--- config.mk ---
export PLATFORM = sky130hd
export DESIGN_NAME = pmu_power_mode_sequencer
export DESIGN_NICKNAME = d
export VERILOG_FILES = /design/src/pmu_pkg.sv /design/src/pmu_power_mode_sequencer.sv /design/src/pmu_wake_sync.sv /design/src/pmu_ret_mem.sv
export VERILOG_INCLUDE_DIRS = /design/src
export SDC_FILE = /design/constraint.sdc
export NUM_CORES = 1
export LEC_CHECK = 0
export BUFFER_PORTS_ARGS = -buffer_cell sky130_fd_sc_hd__buf_4
export CORE_MARGIN = 10
export CORE_UTILIZATION = 63
export CTS_CLUSTER_DIAMETER = 150
export DETAILED_ROUTE_END_ITERATION = 10
export PLACE_DENSITY_LB_ADDON = 0.3
export SETUP_SLACK_MARGIN = 0.02
export SLEW_MARGIN = 20
export SYNTH_ARGS = -nofsm -noshare
export SYNTH_HDL_FRONTEND = slang
export SYNTH_SLANG_ARGS = --single-unit
--- constraint.sdc ---
create_clock -name clk -period 6 [get_ports clk]
set_input_delay 0.6 -clock clk [delete_from_list [all_inputs] [get_ports clk]]
set_output_delay 0.6 -clock clk [all_outputs]
set_load 0.02 [all_outputs]
--- src/pmu_defs.svh ---
`ifndef PMU_DEFS_SVH
`define PMU_DEFS_SVH

// Timing of the sequencer tick, derived from the system clock.
`define PMU_CLK_HZ 100000000
`define PMU_LPO_HZ 32768
`define PMU_ACC_W 27

// Resource map.
`define PMU_N_RES 8
`define PMU_RES_BUCK 0
`define PMU_RES_CORE_LIN 1
`define PMU_RES_LN_LIN 2
`define PMU_RES_LP_LIN 3
`define PMU_RES_XTAL 4
`define PMU_RES_PLL 5
`define PMU_RES_RADIO 6
`define PMU_RES_CORE_SW 7

// Resources each power mode allows.
`define PMU_MASK_ACTIVE 8'hff
`define PMU_MASK_DOZE 8'h88
`define PMU_MASK_SLEEP 8'h08
`define PMU_MASK_OFF 8'h00

// Wakeup timer calibration window.
`define PMU_CAL_TICKS_LOG2 3
`define PMU_CAL_W 16

`endif

--- src/pmu_pkg.sv ---
package pmu_pkg;

   typedef enum logic [2:0] {
      PMU_M_OFF,
      PMU_M_ACTIVE,
      PMU_M_DOZE,
      PMU_M_SAVE,
      PMU_M_SLEEP,
      PMU_M_RESTORE
   } pmu_mode_t;

   typedef enum logic [1:0] {
      PMU_R_OFF,
      PMU_R_TURN_ON,
      PMU_R_ON,
      PMU_R_TURN_OFF
   } pmu_res_st_t;

   typedef enum logic [1:0] {
      PMU_CK_GATED,
      PMU_CK_LPO,
      PMU_CK_XTAL,
      PMU_CK_PLL
   } pmu_clk_sel_t;

   typedef struct packed {
      logic ext_irq;
      logic usb_resume;
   } pmu_wake_t;

endpackage

--- src/pmu_power_mode_sequencer.sv ---
// Behaviour
// - Regulator-enable high powers regulators and releases sections from reset.
// - Core buck, core linear, low-noise linear regulators start when reset releases.
// - All regulators go down together only when regulator-enable is low.
// - Individual regulators switch off and on with momentary demand.
// - Low-consumption mode keeps only the low-power linear regulator on.
// - Every regulator enable is driven by the sequencer.
// - Required set comes from requests, dependency table and the power-mode mask.
// - Power-up order and durations are programmable inputs, not fixed.
// - Per-resource counters run on the 32.768 kHz sequencer tick.
// - Clock source follows the mode, choosing PLL when requested and on, else crystal if on, else the low-power clock.
// - Wakeup timer is calibrated against the crystal clock.
// - Active mode runs buck efficiently for load and adjusts clocks.
// - Doze powers down radio, analog and most linear regulators.
// - Doze stops main clocks; only the low-power clock keeps running.
// - Core state is saved to retention memory before deep sleep.
// - Timer, interrupt or USB resume wake restores saved core state.
// - Power-down keeps all regulators off until regulator-enable returns.
// - Regulator-enable low holds reset with regulators disabled.
// - Each resource is off, on, turning on or turning off.
// - Timer loads duration, decrements per tick, zero load is immediate.
// - Disable unrequested resources without dependents; enable ready requested ones.
`timescale 1ns/100ps
`include "pmu_defs.svh"

module pmu_power_mode_sequencer #(
   parameter int TW = 16,
   parameter int AW = 4,
   parameter int DW = 32
) (
   input wire logic clk,
   input wire logic rst_n,
   input wire logic reg_on,
   input wire logic doze_req,
   input wire logic sleep_req,
   input wire pmu_pkg::pmu_wake_t wake_async,
   input wire logic [TW-1:0] wake_ticks,
   input wire logic fast_clk_req,
   input wire logic load_high,
   input wire logic [`PMU_N_RES-1:0] res_min,
   input wire logic [`PMU_N_RES-1:0] clk_req,
   input wire logic [`PMU_N_RES-1:0][`PMU_N_RES-1:0] dep_mask,
   input wire logic [`PMU_N_RES-1:0][TW-1:0] time_on,
   input wire logic [`PMU_N_RES-1:0][TW-1:0] time_off,
   input wire logic [DW-1:0] core_save_data,
   output logic [`PMU_N_RES-1:0] res_en,
   output pmu_pkg::pmu_res_st_t [`PMU_N_RES-1:0] res_state,
   output pmu_pkg::pmu_mode_t mode,
   output pmu_pkg::pmu_clk_sel_t clk_sel,
   output logic buck_pwm,
   output logic core_rst_n,
   output logic radio_rst_n,
   output logic lpo_run,
   output logic lpo_tick,
   output logic [AW-1:0] ret_addr,
   output logic [DW-1:0] restore_data,
   output logic restore_valid,
   output logic [`PMU_CAL_W-1:0] cal_cycles
);

   localparam int N = `PMU_N_RES;
   localparam int AC = `PMU_ACC_W;
   localparam int CW = `PMU_CAL_W;
   localparam int CL = `PMU_CAL_TICKS_LOG2;
   localparam logic [AC-1:0] LPO_STEP = AC'(`PMU_LPO_HZ);
   localparam logic [AC-1:0] CLK_WRAP = AC'(`PMU_CLK_HZ);
   localparam logic [AW-1:0] ADDR_LAST = '1;

   typedef struct packed {
      logic [AC-1:0] acc;
      logic tick;
      logic pin_on;
      pmu_pkg::pmu_mode_t mode;
      pmu_pkg::pmu_res_st_t [N-1:0] rst;
      logic [N-1:0][TW-1:0] tmr;
      logic [N-1:0] en;
      logic [TW-1:0] wake_cnt;
      logic wake_armed;
      logic [AW-1:0] addr;
      logic we;
      logic restore_valid;
      logic core_rst_n;
      logic radio_rst_n;
      pmu_pkg::pmu_clk_sel_t clk_sel;
      logic buck_pwm;
      logic [CW-1:0] cal_cnt;
      logic [CW-1:0] cal_cycles;
      logic [CL-1:0] cal_ticks;
   } pmu_state_t;

   pmu_state_t s_reg;
   pmu_state_t s_next;
   pmu_pkg::pmu_wake_t wake_sync;
   logic [DW-1:0] mem_rdata;

   ////////////////////////////////////////////////////////////////////////////
   // Wake synchroniser and retention memory.

   pmu_wake_sync #(
      .W(2)
   ) u_wake_sync (
      .clk(clk),
      .rst_n(rst_n),
      .tick(s_reg.tick),
      .async_in(wake_async),
      .sync_out(wake_sync)
   );

   pmu_ret_mem #(
      .AW(AW),
      .DW(DW)
   ) u_ret_mem (
      .clk(clk),
      .rst_n(rst_n),
      .we(s_reg.we),
      .addr(s_reg.addr),
      .wdata(core_save_data),
      .rdata(mem_rdata)
   );

   ////////////////////////////////////////////////////////////////////////////
   // Next-state logic.

   always_comb begin
      logic [AC:0] acc_sum;
      logic [N-1:0] req;
      logic [N-1:0] mask;
      logic [N-1:0] on_now;
      logic [N-1:0] powered;
      logic has_dep;
      logic wake_hit;

      s_next = s_reg;
      acc_sum = '0;
      req = '0;
      mask = '0;
      on_now = '0;
      powered = '0;
      has_dep = 1'b0;
      wake_hit = 1'b0;

      // Fractional divider: the tick averages 32.768 kHz exactly, with one
      // cycle of jitter, which the per-resource durations tolerate.
      acc_sum = {1'b0, s_reg.acc} + {1'b0, LPO_STEP};
      s_next.tick = 1'b0;
      if (acc_sum >= {1'b0, CLK_WRAP}) begin
         s_next.acc = AC'(acc_sum - {1'b0, CLK_WRAP});
         s_next.tick = 1'b1;
      end else begin
         s_next.acc = acc_sum[AC-1:0];
      end

      s_next.pin_on = reg_on;
      s_next.we = 1'b0;
      s_next.restore_valid = 1'b0;

      for (int i = 0; i < N; i++) begin
         on_now[i] = (s_reg.rst[i] == pmu_pkg::PMU_R_ON);
         powered[i] = (s_reg.rst[i] != pmu_pkg::PMU_R_OFF);
      end

      wake_hit = wake_sync.ext_irq || wake_sync.usb_resume
         || (s_reg.wake_armed && (s_reg.wake_cnt == '0));

      //////////////////////////////////////////////////////////////////////
      // Power mode.

      unique case (s_reg.mode)
         pmu_pkg::PMU_M_OFF: begin
            if (s_reg.pin_on) begin
               s_next.mode = pmu_pkg::PMU_M_ACTIVE;
            end
         end
         pmu_pkg::PMU_M_ACTIVE: begin
            if (sleep_req) begin
               s_next.mode = pmu_pkg::PMU_M_SAVE;
               s_next.addr = '0;
               s_next.we = 1'b1;
            end else if (doze_req) begin
               s_next.mode = pmu_pkg::PMU_M_DOZE;
               s_next.wake_cnt = wake_ticks;
               s_next.wake_armed = (wake_ticks != '0);
            end
         end
         pmu_pkg::PMU_M_DOZE: begin
            if (wake_hit || !doze_req) begin
               s_next.mode = pmu_pkg::PMU_M_ACTIVE;
               s_next.wake_armed = 1'b0;
            end
         end
         pmu_pkg::PMU_M_SAVE: begin
            if (s_reg.addr == ADDR_LAST) begin
               s_next.mode = pmu_pkg::PMU_M_SLEEP;
               s_next.addr = '0;
               s_next.wake_cnt = wake_ticks;
               s_next.wake_armed = (wake_ticks != '0);
            end else begin
               s_next.addr = s_reg.addr + 1'b1;
               s_next.we = 1'b1;
            end
         end
         pmu_pkg::PMU_M_SLEEP: begin
            if (wake_hit) begin
               s_next.mode = pmu_pkg::PMU_M_RESTORE;
               s_next.wake_armed = 1'b0;
               s_next.addr = '0;
            end
         end
         pmu_pkg::PMU_M_RESTORE: begin
            // Reading starts only once the core switch is on again, so the
            // core never sees restored data while unpowered.
            if (on_now[`PMU_RES_CORE_SW]) begin
               s_next.restore_valid = 1'b1;
               if (s_reg.addr == ADDR_LAST) begin
                  s_next.mode = pmu_pkg::PMU_M_ACTIVE;
                  s_next.addr = '0;
               end else begin
                  s_next.addr = s_reg.addr + 1'b1;
               end
            end
         end
         default: begin
            s_next.mode = pmu_pkg::PMU_M_OFF;
         end
      endcase

      if (s_reg.tick && s_reg.wake_armed && (s_reg.wake_cnt != '0)) begin
         s_next.wake_cnt = s_reg.wake_cnt - 1'b1;
      end

      //////////////////////////////////////////////////////////////////////
      // Required resource set.

      unique case (s_reg.mode)
         pmu_pkg::PMU_M_ACTIVE,
         pmu_pkg::PMU_M_SAVE,
         pmu_pkg::PMU_M_RESTORE: mask = `PMU_MASK_ACTIVE;
         pmu_pkg::PMU_M_DOZE: mask = `PMU_MASK_DOZE;
         pmu_pkg::PMU_M_SLEEP: mask = `PMU_MASK_SLEEP;
         default: mask = `PMU_MASK_OFF;
      endcase

      req = res_min | clk_req;
      if (fast_clk_req) begin
         req[`PMU_RES_PLL] = 1'b1;
      end
      // Regulators feeding the core come up as soon as reset is released.
      req[`PMU_RES_BUCK] = 1'b1;
      req[`PMU_RES_CORE_LIN] = 1'b1;
      req[`PMU_RES_LN_LIN] = 1'b1;
      req[`PMU_RES_LP_LIN] = 1'b1;
      req[`PMU_RES_CORE_SW] = 1'b1;
      // Dependency closure; the mode mask is applied after it, so a table
      // that makes a low-power resource depend on a masked one will stall.
      for (int k = 0; k < N; k++) begin
         for (int i = 0; i < N; i++) begin
            if (req[i]) begin
               req = req | dep_mask[i];
            end
         end
      end
      req = req & mask;

      //////////////////////////////////////////////////////////////////////
      // Resource sequencing, one step per tick.

      if (s_reg.tick) begin
         for (int i = 0; i < N; i++) begin
            has_dep = 1'b0;
            for (int j = 0; j < N; j++) begin
               if (dep_mask[j][i] && powered[j] && (j != i)) begin
                  has_dep = 1'b1;
               end
            end
            unique case (s_reg.rst[i])
               pmu_pkg::PMU_R_OFF: begin
                  if (req[i] && ((dep_mask[i] & on_now) == dep_mask[i])) begin
                     if (time_on[i] == '0) begin
                        s_next.rst[i] = pmu_pkg::PMU_R_ON;
                     end else begin
                        s_next.rst[i] = pmu_pkg::PMU_R_TURN_ON;
                        s_next.tmr[i] = time_on[i];
                     end
                  end
               end
               pmu_pkg::PMU_R_TURN_ON: begin
                  s_next.tmr[i] = s_reg.tmr[i] - 1'b1;
                  if (s_reg.tmr[i] == TW'(1)) begin
                     s_next.rst[i] = pmu_pkg::PMU_R_ON;
                  end
               end
               pmu_pkg::PMU_R_ON: begin
                  if (!req[i] && !has_dep) begin
                     if (time_off[i] == '0) begin
                        s_next.rst[i] = pmu_pkg::PMU_R_OFF;
                     end else begin
                        s_next.rst[i] = pmu_pkg::PMU_R_TURN_OFF;
                        s_next.tmr[i] = time_off[i];
                     end
                  end
               end
               pmu_pkg::PMU_R_TURN_OFF: begin
                  s_next.tmr[i] = s_reg.tmr[i] - 1'b1;
                  if (s_reg.tmr[i] == TW'(1)) begin
                     s_next.rst[i] = pmu_pkg::PMU_R_OFF;
                  end
               end
            endcase
         end
      end

      //////////////////////////////////////////////////////////////////////
      // Master power pin overrides everything.

      if (!s_reg.pin_on) begin
         s_next.mode = pmu_pkg::PMU_M_OFF;
         s_next.wake_armed = 1'b0;
         s_next.addr = '0;
         s_next.we = 1'b0;
         s_next.restore_valid = 1'b0;
         for (int i = 0; i < N; i++) begin
            s_next.rst[i] = pmu_pkg::PMU_R_OFF;
            s_next.tmr[i] = '0;
         end
      end

      //////////////////////////////////////////////////////////////////////
      // Enables, resets and clocks from the next state.

      for (int i = 0; i < N; i++) begin
         // An enable rises at the start of turn-on and falls at the start
         // of turn-off; the timer covers the ramp.
         s_next.en[i] = (s_next.rst[i] == pmu_pkg::PMU_R_ON)
            || (s_next.rst[i] == pmu_pkg::PMU_R_TURN_ON);
      end

      s_next.core_rst_n = (s_next.mode != pmu_pkg::PMU_M_OFF)
         && (s_next.mode != pmu_pkg::PMU_M_SLEEP)
         && (s_next.rst[`PMU_RES_CORE_SW] == pmu_pkg::PMU_R_ON)
         && (s_next.rst[`PMU_RES_CORE_LIN] == pmu_pkg::PMU_R_ON);
      s_next.radio_rst_n = (s_next.rst[`PMU_RES_RADIO] == pmu_pkg::PMU_R_ON);

      unique case (s_next.mode)
         pmu_pkg::PMU_M_OFF,
         pmu_pkg::PMU_M_SLEEP: s_next.clk_sel = pmu_pkg::PMU_CK_GATED;
         pmu_pkg::PMU_M_DOZE: s_next.clk_sel = pmu_pkg::PMU_CK_LPO;
         default: begin
            if (fast_clk_req && (s_next.rst[`PMU_RES_PLL] == pmu_pkg::PMU_R_ON)) begin
               s_next.clk_sel = pmu_pkg::PMU_CK_PLL;
            end else if (s_next.rst[`PMU_RES_XTAL] == pmu_pkg::PMU_R_ON) begin
               s_next.clk_sel = pmu_pkg::PMU_CK_XTAL;
            end else begin
               s_next.clk_sel = pmu_pkg::PMU_CK_LPO;
            end
         end
      endcase

      // Light loads run the buck in pulse-skipping mode to save switching loss.
      s_next.buck_pwm = load_high && (s_next.mode == pmu_pkg::PMU_M_ACTIVE)
         && (s_next.rst[`PMU_RES_BUCK] == pmu_pkg::PMU_R_ON);

      //////////////////////////////////////////////////////////////////////
      // Crystal cycles per calibration window of sequencer ticks.

      if (on_now[`PMU_RES_XTAL]) begin
         s_next.cal_cnt = s_reg.cal_cnt + 1'b1;
         if (s_reg.tick) begin
            s_next.cal_ticks = s_reg.cal_ticks + 1'b1;
            if (s_reg.cal_ticks == '1) begin
               // The tick cycle itself closes the window, so it is counted here.
               s_next.cal_cycles = s_reg.cal_cnt + 1'b1;
               s_next.cal_cnt = '0;
            end
         end
      end else begin
         // A window broken by the crystal stopping is discarded.
         s_next.cal_cnt = '0;
         s_next.cal_ticks = '0;
      end
   end

   ////////////////////////////////////////////////////////////////////////////
   // State register.

   always_ff @(posedge clk) begin
      if (!rst_n) begin
         s_reg <= '0;
      end else begin
         s_reg <= s_next;
      end
   end

   ////////////////////////////////////////////////////////////////////////////
   // Outputs, all taken from registers.

   assign res_en = s_reg.en;
   assign res_state = s_reg.rst;
   assign mode = s_reg.mode;
   assign clk_sel = s_reg.clk_sel;
   assign buck_pwm = s_reg.buck_pwm;
   assign core_rst_n = s_reg.core_rst_n;
   assign radio_rst_n = s_reg.radio_rst_n;
   assign lpo_run = s_reg.pin_on;
   assign lpo_tick = s_reg.tick;
   assign ret_addr = s_reg.addr;
   assign restore_data = mem_rdata;
   assign restore_valid = s_reg.restore_valid;
   assign cal_cycles = s_reg.cal_cycles;

endmodule

--- src/pmu_wake_sync.sv ---
`timescale 1ns/100ps

module pmu_wake_sync #(
   parameter int W = 2
) (
   input wire logic clk,
   input wire logic rst_n,
   input wire logic tick,
   input wire logic [W-1:0] async_in,
   output logic [W-1:0] sync_out
);

   typedef struct packed {
      logic [W-1:0] meta;
      logic [W-1:0] sync;
   } pmu_sync_st_t;

   pmu_sync_st_t s_reg;
   pmu_sync_st_t s_next;

   // Both stages advance only on the sequencer tick, so a wake source
   // reaches the mode logic aligned to the slow clock.
   always_comb begin
      s_next = s_reg;
      if (tick) begin
         s_next.meta = async_in;
         s_next.sync = s_reg.meta;
      end
   end

   always_ff @(posedge clk) begin
      if (!rst_n) begin
         s_reg <= '0;
      end else begin
         s_reg <= s_next;
      end
   end

   assign sync_out = s_reg.sync;

endmodule

--- src/pmu_ret_mem.sv ---
`timescale 1ns/100ps

module pmu_ret_mem #(
   parameter int AW = 4,
   parameter int DW = 32
) (
   input wire logic clk,
   input wire logic rst_n,
   input wire logic we,
   input wire logic [AW-1:0] addr,
   input wire logic [DW-1:0] wdata,
   output logic [DW-1:0] rdata
);

   logic [DW-1:0] mem [0:(1<<AW)-1];
   logic [DW-1:0] rdata_reg;

   // The array has no reset: its contents must survive a core reset.
   always_ff @(posedge clk) begin
      if (we) begin
         mem[addr] <= wdata;
      end
   end

   always_ff @(posedge clk) begin
      if (!rst_n) begin
         rdata_reg <= '0;
      end else begin
         rdata_reg <= mem[addr];
      end
   end

   assign rdata = rdata_reg;

endmodule

Word level (Yosys, flattened, before mapping) --
Memory sizes are Yosys's and may differ from the RTL's. A register that Yosys moved wholly into a read port is not among the register bits. Cells that the tools add are included.
Storage, ports and cells: input port bits 393, memory bits (writable) 512, logic and storage cells 669, bits in registers 251, memories 1, output and inout bits 87
Cells by class: muxes and demuxes 259, reduce and logical (&&, ||, !) cells 176, eq/ne operators 109, bitwise operators 74, add/subtract/negate cells 14, order comparisons 1
Memories:
- u_ret_mem.mem | words 16, width 32, rd ports 1, clocked after memory_dff 1, wr ports 1, RTL line pmu_ret_mem.sv:15 | logic [DW-1:0] mem [0:(1<<AW)-1];
Operator list (number):
- $mux W16 | 33
- $or A8 B8 Y8 | 64
- $mux W8 | 63
- $pmux W16 S3 | 8
- $logic_not A16 Y1 | 17
- $mux W147 | 1
- $mux W144 | 1
- $sub A16 B1 Y16 const B | 9
- $eq A16 B1 Y1 const B | 8
- $mux W2 | 50
- $logic_and A1 B1 Y1 | 81
- $and A8 B8 Y8 | 9
- $mux W1 | 71
- $eq A8 B8 Y1 | 8
- $pmux W2 S4 | 8
- $ne A2 B2 Y1 const B | 31
- $mux W17 | 3
- $eq A2 B2 Y1 const B | 24
- $reduce_and A5 Y1 | 8
- $mux W35 | 1
- $eq A2 B1 Y1 const B | 16
- $mux W32 | 1
- $pmux W16 S2 | 1
- $reduce_bool A16 Y1 | 2
- 36 further kinds | 115

Longest topological paths before layout --
word-level depth 140, depth in mapped cells 15, gate-level depth less buffers 12

Modules after synthesis --
Synthesis repeated with hierarchy kept, for this count alone.
Second synthesis, totals: cells, all modules 3247, area, all modules 37483.4 µm²
By module, submodules not included:
- pmu_ret_mem | instances 1, cells an instance 949, area each 20292.0 µm², seq. area each 16015.4 µm²
- pmu_power_mode_sequencer | instances 1, cells an instance 2283, area each 17020.1 µm², seq. area each 4784.6 µm²
- pmu_wake_sync | instances 1, cells an instance 15, area each 171.4 µm², seq. area each 80.1 µm²

Worst setup path after synthesis --
Ideal clock, no wire load.
path kind reg-to-reg, start register s_reg, in the netlist ret_addr[0], end memory u_ret_mem.mem[0][0], enable pin, buffers on the path 3, clock period less this slack 3994 ps, setup time 461 ps, arrival time 3533 ps, required time 5539 ps, setup slack 2006 ps, stages on the path, launching flop included 8, cell sequence dfxtp_1 clkbuf_1 clkbuf_1 buf_1 inv_1 ha_1 nand2_1 nor3_1
RTL lines:
- start: declaration | RTL line pmu_power_mode_sequencer.sv:91 | pmu_state_t s_reg;
- start signal: assignment | RTL line pmu_power_mode_sequencer.sv:389 | s_reg <= s_next;
- end: declaration | RTL line pmu_ret_mem.sv:15
Straight into the memory's write port.

Worst setup path after layout --
start register s_reg, in the netlist res_state[1], end register s_reg[170] (netlist bit)
Between the ends: word-level cells in the longest chain between the ends 14, elaborated cells between the ends (all ways) 19, those cells by class eq/ne (4); mux (8); bitwise (1); reduce/logical (6)
Ends and longest elaborated chain:
- $reduce_bool A2 Y1 | RTL line pmu_power_mode_sequencer.sv:159 | powered[i] = (s_reg.rst[i] != pmu_pkg::PMU_R_OFF);
- $logic_and A1 B1 Y1 | RTL line pmu_power_mode_sequencer.sv:271 | if (dep_mask[j][i] && powered[j] && (j != i)) begin
- $mux W1 (7 in a row) | RTL line pmu_power_mode_sequencer.sv:271
- $mux W1 | RTL line pmu_power_mode_sequencer.sv:267 | if (s_reg.tick) begin
- $logic_not A1 Y1 | RTL line pmu_power_mode_sequencer.sv:293 | if (!req[i] && !has_dep) begin
- $logic_and A1 B1 Y1 | RTL line pmu_power_mode_sequencer.sv:293
- $ne A2 B1 Y1 (no source line)
- $reduce_and A5 Y1 (no source line) *
Every way passes the cells marked *; elsewhere a longest branch is shown, timed or not. The select of a mux whose other input is x is not followed. A chain may end at the register's enable or synchronous reset.

==> implementation parameters <==
Parameter                              Value

Synth
  Number of enable-type register cells in the synthesized netlist ... 512
  Share of the synthesized area in the top cell type ... 0.411
  FF+latch count, synth ... 787
  Top cells by area, synth ... sky130_fd_sc_hd__edfxtp_1 (41%), sky130_fd_sc_hd__dfxtp_1 (15%), sky130_fd_sc_hd__mux4_2 (9.6%)
  Synth Net Count ... 3501
  Library cell with the largest summed area after synthesis ... sky130_fd_sc_hd__edfxtp_1
  Post-synthesis async set-or-reset flop share ... 0
  Warnings, synthesis ... 0
  Seq/Total Area, Yosys ... 0.558
  Post-synthesis cell area ... 37400 um^2
  Instance count of the mapped netlist ... 3074
  Dominant synthesized flop cell ... sky130_fd_sc_hd__edfxtp_1
  Post-synthesis area per instance ... 12.2 um^2
  Synth cell types ... 104

Floorplan
  Placement Rows ... 89
  Overall die width ... 264 um
  Height of the die ... 264 um
  # IOs ... 480
  Full die area ... 69600 um^2
  Effective utilization at floorplan ... 0.636
  Total core area ... 58900 um^2

Global routing
  Global routing usage on met2 ... 0.624
  Largest net degree at the start of global routing ... 118
  Via count of the first global-routing pass ... 29800
  Most heavily used metal layer in global routing ... met2
  Total track usage ... 0.391
  Global-route wire length before repair ... 205000 um
  Met1 track utilization from global routing ... 0.494
  Met3 demand-to-capacity share in global routing ... 0.101
  Number of antenna violations at the first check in global routing ... 20
  Congestion Overflow GR ... 0

STA
  Setup-violating endpoint count in the final report ... 0
  Setup clock skew after layout ... 0.0401 ns
  Transition at the pin with the smallest max-transition slack ... 1.18 ns
  Unrepaired setup endpoints after global routing ... no
  Hold violation count in the final report ... 0
  Tightest slew margin relative to the limit ... 0.215
  Max-slew violation count ... 0
  Time the worst path needs with I/O delays and setup ... 4.05 ns
  Final critical-path setup slack ... 1.95 ns
  Fmax ... 0.247 GHz
  Setup total negative slack ... 0 ns
  Final cycle utilization of the critical path ... 0.674

Setup path
  Type of the worst setup path ... flop to flop
  Crit path required time ... 6.51 ns
  Critical Path AT ... 4.55 ns
  Crit end category ... flop
  Largest fanout on the critical path ... 26
  Critical Path Source Type ... flop

Run status
  Run status ... finished clean

Placed design
  Placed cells ... 4115
  Worst Setup Slack post-DPL ... 2.12 ns
  Sum of net half-perimeters after detailed placement ... 88600 um
  # port buffers ... 469
  Final estimated routing congestion in global placement ... 1.02

Detailed routing
  Router iterations before antenna repair ... 8
  Total wirelength of the detailed-routed design ... 142000 um
  Drt initial violations ... 5189
  Wirelength per Cell ... 33.3 um
  Number of vias in the routed layout ... 31100
  Number of remaining DRC errors ... 0
  Via-per-instance ratio ... 7.28
  Antenna violation net count after detailed routing ... 0

Hold path
  Class of the tightest hold or removal check ... input port to flop

Power
  Power consumption ... 11.5 mW
  IR drop worst, VDD ... 0.467 mV
  Power density relative to cell area ... 263 nW/um^2
  Static power due to leakage ... 14.9 nW

Clock tree
  Total setup buffers inserted after CTS ... 0
  Number of buffers inserted during clock tree synthesis ... 79
  H-tree levels ... 3
  Hold-fix buffers at CTS ... 0
  Total of cells resized after clock tree synthesis ... 0
  Buffers from clock root to sink, at most ... 3
  Clock insertion delay at the later pin of the skew report ... 0.66 ns
  Clock slew at reported path FFs ... 0.06 ns
  TritonCTS sink count ... 787
  CTS tree ... done
  Root buffer cell ... sky130_fd_sc_hd__clkbuf_16

Job
  MaxCap Viol Count ... 0

Final layout
  Most common cell after layout, fill and taps aside ... sky130_fd_sc_hd__edfxtp_1
  Commonest cells after routing, fill and taps aside ... sky130_fd_sc_hd__edfxtp_1 (512), sky130_fd_sc_hd__buf_4 (509), sky130_fd_sc_hd__dfxtp_1 (268), sky130_fd_sc_hd__nor2_1 (216), sky130_fd_sc_hd__nand2_1 (206)
  Layout fillers ... 3415
  Final instance count without filler cells ... 4274
  Share of layout cells above drive strength 1 ... 0.261
  Flip-flop count of the largest register after layout ... 512
  Nets ... 3852
  Post-synthesis to final-layout area growth ... 17.3%
-- final timing paths --
| path | from | end | slack, ns | cells past startpoint |
|---|---|---|---|---|
| hold / removal | wake_async[0] | u_wake_sync.s_reg[2]$_SDFFE_PN0P_ | 0.23 | 3 |
| setup / recovery | res_state[1]$_SDFF_PN0_ | s_reg[170]$_SDFFE_PN0P_ | 1.95 | 8 |
| hold reg to reg | s_reg[102]$_SDFFE_PN0P_ | s_reg[102]$_SDFFE_PN0P_ | 0.46 | 2 |
| setup reg to reg | res_state[1]$_SDFF_PN0_ | s_reg[170]$_SDFFE_PN0P_ | 1.95 | 8 |
-- cells in the mapped netlist, types with 50 or more instances --
library cell,n
sky130_fd_sc_hd__nand2_1,207
sky130_fd_sc_hd__mux2i_1,84
sky130_fd_sc_hd__nor4_1,91
sky130_fd_sc_hd__nor3_1,66
sky130_fd_sc_hd__clkbuf_1,137
sky130_fd_sc_hd__a21oi_1,146
sky130_fd_sc_hd__nand3_1,66
sky130_fd_sc_hd__o21ai_0,143
sky130_fd_sc_hd__and2_1,58
sky130_fd_sc_hd__mux4_2,160
sky130_fd_sc_hd__nor2_1,230
sky130_fd_sc_hd__dfxtp_1,275
sky130_fd_sc_hd__buf_4,50
sky130_fd_sc_hd__inv_1,50
sky130_fd_sc_hd__a22oi_1,60
sky130_fd_sc_hd__edfxtp_1,512
sky130_fd_sc_hd__a211oi_1,66
-- per-layer routing --
layer  wire length [um]  up-vias
li1                   -    12600
met1              50400    15000
met2              66500     2838
met3              17700      599
met4               7510       14
met5                 91        -
-- worst max-delay path, stage by stage (launching register included) --
cell and delay, ns:
sky130_fd_sc_hd__dfxtp_1 1.10, sky130_fd_sc_hd__nand2b_1 0.46, sky130_fd_sc_hd__a22oi_1 0.27, sky130_fd_sc_hd__nand2_1 0.10, sky130_fd_sc_hd__nor4_1 0.17, sky130_fd_sc_hd__a21bo_2 0.29
sky130_fd_sc_hd__a211oi_4 0.88, sky130_fd_sc_hd__o21ai_0 0.29, sky130_fd_sc_hd__a32o_1 0.35
-- metrics by stage --
stage / hold slack [ns] / area (um^2) / utilization
5_1_grt: 0.247 / 43900 / 0.745
3_5_place_dp: 0.453 / 41200 / 0.699
3_3_place_gp: 0.445 / 41200 / 0.699
4_1_cts: 0.221 / 43800 / 0.744
6_report: 0.233 / 43900 / 0.746
2_1_floorplan: 0.433 / 37400 / -
-- logic make-up after synthesis --
| logic type | share of synthesized area |
|---|---|
| adder cells (fa/ha/maj) | 0.0114 |
| XOR/XNOR | 0.00889 |
| buffers and inverters | 0.0374 |
| flip-flops | 0.558 |
| AND/OR/NAND/NOR | 0.130 |
| AO/OA/AOI/OAI | 0.127 |
| multiplexers | 0.127 |
-- layout make-up --
class                           instances  area, um^2  area share
Multi-Input combinational cell       1994       15300       0.349
Tap cell                              773         967      0.0220
Clock inverter                         41         480      0.0109
Inverter                               52         195     0.00444
Clock buffer                          103        2170      0.0494
Antenna cell                           13        32.5    0.000741
Timing Repair Buffer                  511        3870      0.0881
Sequential cell                       787       20900       0.476
-- report_power, final --
part	total (mW)	switching, mW	internal, mW
registers	5.78	0.0127	5.77
clock network	5.18	2.29	2.89
logic	0.574	0.327	0.247
No activity file was read; power rests on OpenSTA's default activity.
